### src/rtl/rfs_defs.svh
// timing counts and reset values for the reset and float mode sequencer
`ifndef RFS_DEFS_SVH
`define RFS_DEFS_SVH
`define RFS_CLK_MHZ        50
`define RFS_FETCH_CYCLES   80
`define RFS_FLOAT_CYCLES   80
`define RFS_MIN_CLK_CYCLES 10
`define RFS_FETCH_ADDR     32'h0000_0000
`define RFS_BOOT_RST       1'b0
`define RFS_FLOAT_RST      1'b0
`define RFS_IO_FUNC_RST    1'b0
`endif

### src/rtl/rfs_pkg.sv
// types for the reset and float mode sequencer
package rfs_pkg;
	typedef enum logic [1:0] {
		RFS_ST_RESET = 2'b00,
		RFS_ST_WAIT  = 2'b01,
		RFS_ST_RUN   = 2'b10
	} rfs_state_t;
endpackage : rfs_pkg

### src/rtl/rfs_rst_sync.sv
// reset release synchroniser: asynchronous assert, clocked release
`timescale 1ns/1ns
`default_nettype none
module rfs_rst_sync #(
	parameter int STAGES = 3
) (
	input  wire logic clk_sys,
	input  wire logic arst_n,
	output logic      srst_n
);
	logic [STAGES-1:0] chain_r;

	// assert at once, release only after STAGES edges of the master clock
	always_ff @(posedge clk_sys or negedge arst_n) begin
		if (!arst_n) begin
			chain_r <= '0;
		end else begin
			chain_r <= {chain_r[STAGES-2:0], 1'b1};
		end
	end

	assign srst_n = chain_r[STAGES-1];
endmodule : rfs_rst_sync
`default_nettype wire

### src/rtl/rfs_sequencer.sv
// reset and float mode sequencer top
`timescale 1ns/1ns
`default_nettype none
`include "rfs_defs.svh"

module rfs_sequencer
	import rfs_pkg::*;
#(
	parameter int          FETCH_CYCLES = `RFS_FETCH_CYCLES,
	parameter int          FLOAT_CYCLES = `RFS_FLOAT_CYCLES,
	parameter int          NUM_IO       = 32,
	parameter logic [31:0] FETCH_ADDR   = `RFS_FETCH_ADDR
) (
	input  wire logic              clk_sys,
	input  wire logic              rst_n,
	input  wire logic              ext_reset_n,
	input  wire logic              wdog_reset_req,
	input  wire logic              boot_select,
	input  wire logic              float_select_n,
	input  wire logic              clk_out_as_gpio,
	input  wire logic              io_line_21_oe,
	input  wire logic              io_line_21_out,
	input  wire logic              serial1_tx_en,
	input  wire logic              serial1_tx_out,
	input  wire logic [NUM_IO-1:0] periph_oe,
	output logic                   periph_rst_n,
	output logic                   core_rst_n,
	output logic                   fetch_start,
	output logic [31:0]            fetch_addr,
	output logic                   boot_mode,
	output logic                   float_mode,
	output logic [NUM_IO-1:0]      pin_oe,
	output logic                   pin21_out,
	output logic                   pin21_oe,
	output logic                   clk_out_pin,
	output logic                   clk_out_oe
);
	// ---------------------------------------------------------------
	// reset arbitration and synchronisation
	// ---------------------------------------------------------------
	logic arst_n;
	logic srst_n;
	logic ext_srst_n;
	logic wdog_hold_r;

	// watchdog request held until the reset really takes effect
	// a request in the cycle that clears the hold wins, so none is lost
	always_ff @(posedge clk_sys) begin
		if (!rst_n) begin
			wdog_hold_r <= 1'b0;
		end else if (wdog_reset_req) begin
			wdog_hold_r <= 1'b1;
		end else if (!srst_n) begin
			wdog_hold_r <= 1'b0;
		end
	end

	// pin asserts at once; both sources reset srst_n logic, but only the pin reaches ext_srst_n and the mode capture
	assign arst_n = ext_reset_n & ~wdog_hold_r & rst_n;

	rfs_rst_sync #(.STAGES(3)) u_sync_all (
		.clk_sys (clk_sys),
		.arst_n  (arst_n),
		.srst_n  (srst_n)
	);

	rfs_rst_sync #(.STAGES(3)) u_sync_ext (
		.clk_sys (clk_sys),
		.arst_n  (ext_reset_n & rst_n),
		.srst_n  (ext_srst_n)
	);

	// ---------------------------------------------------------------
	// float select sampling window
	// ---------------------------------------------------------------
	// count of consecutive low samples while the pin reset is held
	logic [7:0] low_cnt_r;
	logic [2:0] fsel_sync_r;
	logic       fsel_low;

	always_ff @(posedge clk_sys) begin
		fsel_sync_r <= {fsel_sync_r[1:0], float_select_n};
	end
	assign fsel_low = ~fsel_sync_r[2] & ~fsel_sync_r[1];

	always_ff @(posedge clk_sys) begin
		if (!rst_n || ext_srst_n) begin
			low_cnt_r <= 8'h00;
		end else if (!fsel_low) begin
			low_cnt_r <= 8'h00;
		end else if (low_cnt_r != 8'(FLOAT_CYCLES)) begin
			low_cnt_r <= low_cnt_r + 8'h01;
		end
	end

	// ---------------------------------------------------------------
	// mode capture: only on external reset release
	// ---------------------------------------------------------------
	logic boot_mode_r;
	logic float_mode_r;
	logic boot_smp_r;
	logic ext_prev_r;
	logic [2:0] boot_sync_r;

	// strap is a pin: three flops, a level counts once the last two agree
	always_ff @(posedge clk_sys) begin
		boot_sync_r <= {boot_sync_r[1:0], boot_select};
	end

	// boot select sampled while the pin holds reset, frozen otherwise
	// a disagreeing pair keeps the older sample rather than a metastable one
	always_ff @(posedge clk_sys) begin
		if (!rst_n) begin
			boot_smp_r <= `RFS_BOOT_RST;
		end else if (!ext_srst_n && (boot_sync_r[2] == boot_sync_r[1])) begin
			boot_smp_r <= boot_sync_r[2];
		end
	end

	always_ff @(posedge clk_sys) begin
		if (!rst_n) begin
			ext_prev_r <= 1'b0;
		end else begin
			ext_prev_r <= ext_srst_n;
		end
	end

	// watchdog release never updates the modes; pin release always does
	always_ff @(posedge clk_sys) begin
		if (!rst_n) begin
			boot_mode_r  <= `RFS_BOOT_RST;
			float_mode_r <= `RFS_FLOAT_RST;
		end else if (ext_srst_n && !ext_prev_r) begin
			boot_mode_r  <= boot_smp_r;
			float_mode_r <= (low_cnt_r >= 8'(FLOAT_CYCLES - 3));
		end
	end

	assign boot_mode  = boot_mode_r;
	assign float_mode = float_mode_r;

	// ---------------------------------------------------------------
	// release and first fetch timing
	// ---------------------------------------------------------------
	rfs_state_t state_r;
	logic [7:0] fetch_cnt_r;
	logic       fetch_start_r;

	// synchroniser eats 3 of the 80 cycles, counted here as the rest
	always_ff @(posedge clk_sys) begin
		if (!srst_n) begin
			state_r       <= RFS_ST_RESET;
			fetch_cnt_r   <= 8'h00;
			fetch_start_r <= 1'b0;
		end else begin
			fetch_start_r <= 1'b0;
			case (state_r)
				RFS_ST_RESET: begin
					state_r     <= RFS_ST_WAIT;
					fetch_cnt_r <= 8'h04;
				end
				RFS_ST_WAIT: begin
					if (fetch_cnt_r == 8'(FETCH_CYCLES)) begin
						state_r       <= RFS_ST_RUN;
						fetch_start_r <= 1'b1;
					end else begin
						fetch_cnt_r <= fetch_cnt_r + 8'h01;
					end
				end
				RFS_ST_RUN: begin
					state_r <= RFS_ST_RUN;
				end
				default: begin
					state_r <= RFS_ST_RESET;
				end
			endcase
		end
	end

	assign fetch_start  = fetch_start_r;
	assign fetch_addr   = FETCH_ADDR;
	assign periph_rst_n = srst_n;
	// only the program counter is defined; core reset waits for the fetch
	// gated by the synced reset so a watchdog stops the core on the clock edge after its request
	assign core_rst_n   = srst_n & ((state_r == RFS_ST_RUN) | fetch_start_r);

	// ---------------------------------------------------------------
	// pad control
	// ---------------------------------------------------------------
	logic in_reset;
	assign in_reset = ~srst_n;

	// drivers off in reset, and always in tri-state mode
	assign pin_oe = (in_reset || float_mode_r) ? '0 : periph_oe;

	// shared pin: input while sampled, muxed functions only after reset
	assign pin21_oe  = ~in_reset & ~float_mode_r
	                 & (serial1_tx_en | io_line_21_oe);
	assign pin21_out = serial1_tx_en ? serial1_tx_out : io_line_21_out;

	// clock copy; a gate on the clock path is accepted at the pad only
	assign clk_out_pin = clk_sys;
	assign clk_out_oe  = ~float_mode_r & (in_reset | ~clk_out_as_gpio);
endmodule : rfs_sequencer
`default_nettype wire

### config.mk
export PLATFORM = sky130hd
export DESIGN_NAME = rfs_sequencer
export DESIGN_NICKNAME = d
export VERILOG_FILES = /design/src/rtl/rfs_pkg.sv /design/src/rtl/rfs_rst_sync.sv /design/src/rtl/rfs_sequencer.sv
export VERILOG_INCLUDE_DIRS = /design/src /design/src/rtl
export SDC_FILE = /design/constraint.sdc
export NUM_CORES = 1
export LEC_CHECK = 0
export ABC_AREA = 1
export BUFFER_PORTS_ARGS = -buffer_cell sky130_fd_sc_hd__buf_4
export CAP_MARGIN = 20
export CORE_MARGIN = 5
export CORE_UTILIZATION = 46
export CTS_BUF_LIST = sky130_fd_sc_hd__clkbuf_16
export DETAILED_ROUTE_END_ITERATION = 6
export HOLD_SLACK_MARGIN = 0.02
export PLACE_DENSITY = 0.92
export SLEW_MARGIN = 15
export SYNTH_ARGS = -nofsm -noshare
export SYNTH_HDL_FRONTEND = slang
export SYNTH_HIERARCHICAL = 1
export SYNTH_SLANG_ARGS = --single-unit
### constraint.sdc
create_clock -name clk_sys -period 1.4 [get_ports clk_sys]
set_input_delay 0.21 -clock clk_sys [delete_from_list [all_inputs] [get_ports clk_sys]]
set_output_delay 0.21 -clock clk_sys [all_outputs]
set_load 0.02 [all_outputs]
Word-level counts from Yosys, hierarchy flattened
Index checks and enable logic that the tools add are counted.
{"block": "word_totals", "register_bits": 36, "latchBits": 0, "ramBits": 0, "rom_bits": 0, "in_bits": 43, "wordCells": 63, "memories": 0}
{"block": "classes", "add_sub_neg": 2, "multipliers": 0, "n_div": 0, "magnitude_cmp": 1, "eq_ne": 8, "n_shift": 0, "n_mux": 9, "bitwise": 18, "reduce_logical": 12}
{"operator": "32-bit 2-to-1 mux", "n": 1}
{"operator": "8-bit by 1-bit adder with 8-bit output, second input constant", "n": 2}
{"operator": "8-bit case mux with 2 select lines", "n": 1}
{"operator": "1-bit AND", "n": 8}
{"operator": "8-bit by 7-bit equality test with 1-bit output, second input constant", "n": 1}
{"operator": "8-bit by 7-bit greater-or-equal comparator with 1-bit output, second input constant", "n": 1}
{"operator": "8-bit 2-to-1 mux", "n": 1}
{"operator": "8-bit by 7-bit inequality test with 1-bit output, second input constant", "n": 1}
{"operator": "1-bit inverter", "n": 7}
{"operator": "2-bit inequality test, second input constant", "n": 3}
{"operator": "2-bit case mux with 3 select lines", "n": 1}
{"operator": "1-bit 2-to-1 mux", "n": 4}
{"operator": "2-bit AND reduction", "n": 2}
{"operator": "1-bit zero test", "n": 3}
{"operator": "1-bit bitwise OR", "n": 3}
{"operator": "2-bit by 1-bit equality test with 1-bit output, second input constant", "n": 1}
{"operator": "2-bit equality test, second input constant", "n": 1}
{"operator": "1-bit logical AND", "n": 2}
{"operator": "2-bit zero test", "n": 1}
{"operator": "1-bit logical OR", "n": 2}
{"operator": "2-bit 2-to-1 mux", "n": 1}
{"operator": "2-bit nonzero test", "n": 1}
{"operator": "2-bit OR reduction", "n": 1}
{"operator": "1-bit equality test", "n": 1}

Logic depth before layout (Yosys ltp)
{"block": "depth", "word_depth": 4, "mapped_depth": 9, "ltp_nobuf": 9}

Cells and area by module
The synthesis kept the hierarchy.
{"module": "rfs_sequencer", "instances": 1, "cells_per_inst": 287, "area_each_um2": 2118.3, "seq_area_each_um2": 600.6}
{"module": "rfs_rst_sync", "instances": 2, "cells_per_inst": 4, "area_each_um2": 78.8, "seq_area_each_um2": 75.1}

==> results.yml <==
synth:
  synth_common_cells: "58 x sky130_fd_sc_hd__inv_1, 33 x sky130_fd_sc_hd__buf_4, 31 x sky130_fd_sc_hd__nand2_1"
  ys.flop_type: "sky130_fd_sc_hd__dfxtp_1"
  post_synth_mux_area_share_pct: 0.495
  synth_top_cell_by_area: "sky130_fd_sc_hd__dfxtp_1"
  synthesis.instances: 295
  number_of_synthesized_register_bits: 36
  synth_async_sr_flop_share_pct: 16.7
  yosysMostFrequentCell: "sky130_fd_sc_hd__inv_1"
  synth_cell_type_count: 28
  ys.warnings.count: 6
  synthesis.area_per_instance_um2: 7.72
  synth_top_family_by_area: "simple AND/OR/NAND/NOR gates"
  synthTopCellsByArea: "sky130_fd_sc_hd__dfxtp_1 26%, sky130_fd_sc_hd__buf_4 11%, sky130_fd_sc_hd__nor2_4 10%, sky130_fd_sc_hd__inv_1 9.6%, sky130_fd_sc_hd__dfrtp_1 6.6%"
  number_of_synthesized_flops_with_an_enable_pin: 0
  synthesis.area_um2: 2280
  synthAdderAreaFrac_pct: 4.95
  synthesized_area_fraction_occupied_by_ao_oa_aoi_and_oai_cells_pct: 6.38
  synth.top_cell.area_share_pct: 26.4
  post_synth_and_or_nand_nor_area_fraction_pct: 29.9
  sequential_to_total_area_share_from_yosys_stat_pct: 33.0
  xor_xnor_fraction_of_synth_area_pct: 1.15
critical_path:
  timing.setup.critical_path_class: "reg2out"
  critPathArrivalTime_ps: 1490
  r2r-start: "fetch_cnt_r[1]"
  critical_path.reg2reg.endpoint: "fetch_cnt_r[6]"
  worst_setup_path_endpoint: "pin_oe[24]"
  worstSetupStartpointType: "flip-flop"
  timing.critical_path.depth: 5
  worstRegToRegCells: 10
  cp_slowest_stage_delay_ps: 380
  crit_fanout: 12
  timing.critical_path.to_type: "primary output"
  timing.critical_path.max_delay_family: "flip-flops"
  critical_path_buf_inv_count: 3
  critical-path-slowest-cell: "sky130_fd_sc_hd__dfrtp_2"
  ff2ff_setup_slack_ps: 60
  cp_cell_sequence: "inv_4 -> or2_4 -> buf_12 -> nor2_2 -> buf_4"
  timing.critical_path.from: "u_sync_all/chain_r[2]"
  worst-endpoint-required_ps: 1190
run_status:
  violations: "setup timing"
  run_status: "finished, violations left"
drt:
  final_wirelength_um: 6550
  firstDrtPassIters: 6
  drc: 0
  avgViaCountPerCell: 4.57
  routedWlPerCell_um: 13.9
  antenna_left: 0
  detail_route.iter0.violations: 70
  vias: 2155
sta:
  final.hold.worst_slack_ps: 20.7
  final.setup_skew_ps: 2.11
  slew_violations: 0
  min_period_over_period_pct: 121
  setup_viol_count_final: 36
  maximum_clock_frequency_ghz: 0.588
  layout_setup_ws_ps: -300
  rsz0062_at_grt: "true"
  fin_crit_ps: 1700
  final-hold-violation-count: 0
die:
  die-width_um: 80.3
  io_pins: 116
  fp.dieH_um: 80.3
  fp.dieArea_um2: 6450
  initial_core_util_pct: 47.9
  rows: 25
  design.core.area_um2: 4750
finish:
  final_nets: 456
  multi_input_area_um2: 1190
  drive_gt1_share_pct: 41.5
  layout.area.seq_um2: 758
  n_antenna_cell: 0
  areaGrowthSynthToFinish_pct: 53.1
  post_layout_nonfiller_instances: 472
  num-fill-cells: 328
power_and_ir_drop:
  powerDensity_nw_per_um2: 1200
  power.total_mw: 4.20
  vdd_ir_drop_max_v: 0.00126
  leakage_power_of_the_design_nw: 1.72
placement:
  gp_routability_congestion: 0.829
  placed_cells: 447
  port-buffer-count: 83
  place_hpwl_um: 4350
worst_hold_path:
  holdPathStages: 3
  holdCritStartpoint: "wdog_reset_req"
  timing.hold.worst.class: "in2reg"
global_routing:
  grt_antenna_before_repair: 0
  grt_overflow_total: 0
  global_route.usage.total_pct: 18.5
  via_count_of_the_first_global_routing_pass: 1967
  grt_first_pass_wirelength_um: 9020
  grt_max_degree: 13
clock_network:
  clkTransAtPathRegs_ps: 60
  tritoncts_clock_tree: "done"
  worstSkewPairLatency_ps: 390
run:
  max_cap_violations: 0
cell families after synthesis:
family                     Yosys count
AOI/OAI and AO/OA                   28
xor gates and xnor gates             3
adders and majority gates            9
buffers and inverters               97
DFF                                 36
muxes                                1
other                                3
and+or+nand+nor                    118
timing repair:
item	CTS	global route
pin swaps	2	7
setup buffers	5	3
hold buffers	4	0
endpoints found under the hold margin	8	0
gates cloned	1	2
gates resized for setup	27	37
endpoints found under the setup margin	37	46
worst min-delay path by stage:
stage                                       end  slack [ps]
after floorplan           u_sync_ext/chain_r[0]          20
after global placement    u_sync_ext/chain_r[0]         140
after detailed placement  u_sync_ext/chain_r[1]         140
after CTS                           wdog_hold_r          20
after global routing                wdog_hold_r          60
final                               wdog_hold_r          20
report_power, final:
| part | total [mW] | internal [mW] | switching, mW |
|---|---|---|---|
| clock | 1.77 | 1.24 | 0.539 |
| sequential | 1.18 | 1.11 | 0.0648 |
| combinational | 1.24 | 0.526 | 0.718 |
registers in the layout, summed over array words and instances (netlist names):
register,cells
fetch_cnt_r,8
low_cnt_r,8
boot_sync_r,3
fsel_sync_r,3
u_sync_all/chain_r,3
u_sync_ext/chain_r,3
state_r,2
boot_mode,1
boot_smp_r,1
ext_prev_r,1
fetch_start,1
float_mode,1
wdog_hold_r,1
metal layers:
layer	part of all wire, %	global-route usage [%]	vias up
met5	0	0	-
met1	33	17.4	994
met4	2.5	8.95	0
met2	57	35.4	94
met3	7.8	6.17	18
li1	-	-	1049
cell type report:
class	instances	share of cell area (%)
Clock buffer	9	5.96
Clock inverter	3	1.22
Inverter	59	6.43
Multi-Input combinational cell	194	34.3
Sequential cell	36	21.8
Tap cell	67	2.41
Timing Repair Buffer	104	27.9
worst register-to-register path: stages (launching register included):
cell	delay [ps]
sky130_fd_sc_hd__dfxtp_4	350
sky130_fd_sc_hd__inv_2	50
sky130_fd_sc_hd__ha_2	170
sky130_fd_sc_hd__nand2_1	50
sky130_fd_sc_hd__nor2_1	120
sky130_fd_sc_hd__nand2_2	130
sky130_fd_sc_hd__buf_6	150
sky130_fd_sc_hd__nand3_1	70
sky130_fd_sc_hd__nand2_1	50
sky130_fd_sc_hd__inv_1	50
sky130_fd_sc_hd__nor2_1	30
metrics by stage:
stage	worst slack [ps]	cell area [um^2]	setup TNS, ps	util [%]
2_1_floorplan	-40.4	2400	-382	-
3_3_place_gp	46.5	2870	0	60.3
3_5_place_dp	23.9	2870	0	60.3
4_1_cts	-301	3310	-9340	69.6
5_1_grt	-362	3480	-11610	73.3
6_report	-300	3480	-9780	73.3
cell usage in the layout, fill, tap and decap left out, drive strengths merged, types with 2 or more instances in the layout:
master / netlist / layout
nor3: 4 / 4
nor2: 52 / 52
inv: 59 / 59
nand3: 22 / 22
o21ai: 8 / 8
nand4: 3 / 3
or2: 3 / 3
dfxtp: 30 / 30
conb: 3 / 34
a21oi: 18 / 18
xor2: 2 / 2
nand2: 33 / 34
o211ai: 2 / 2
ha: 9 / 9
clkbuf: 1 / 9
buf: 37 / 100
dlygate4sd3: 0 / 4
dfrtp: 6 / 6
Power figures use the tool's default switching activity.
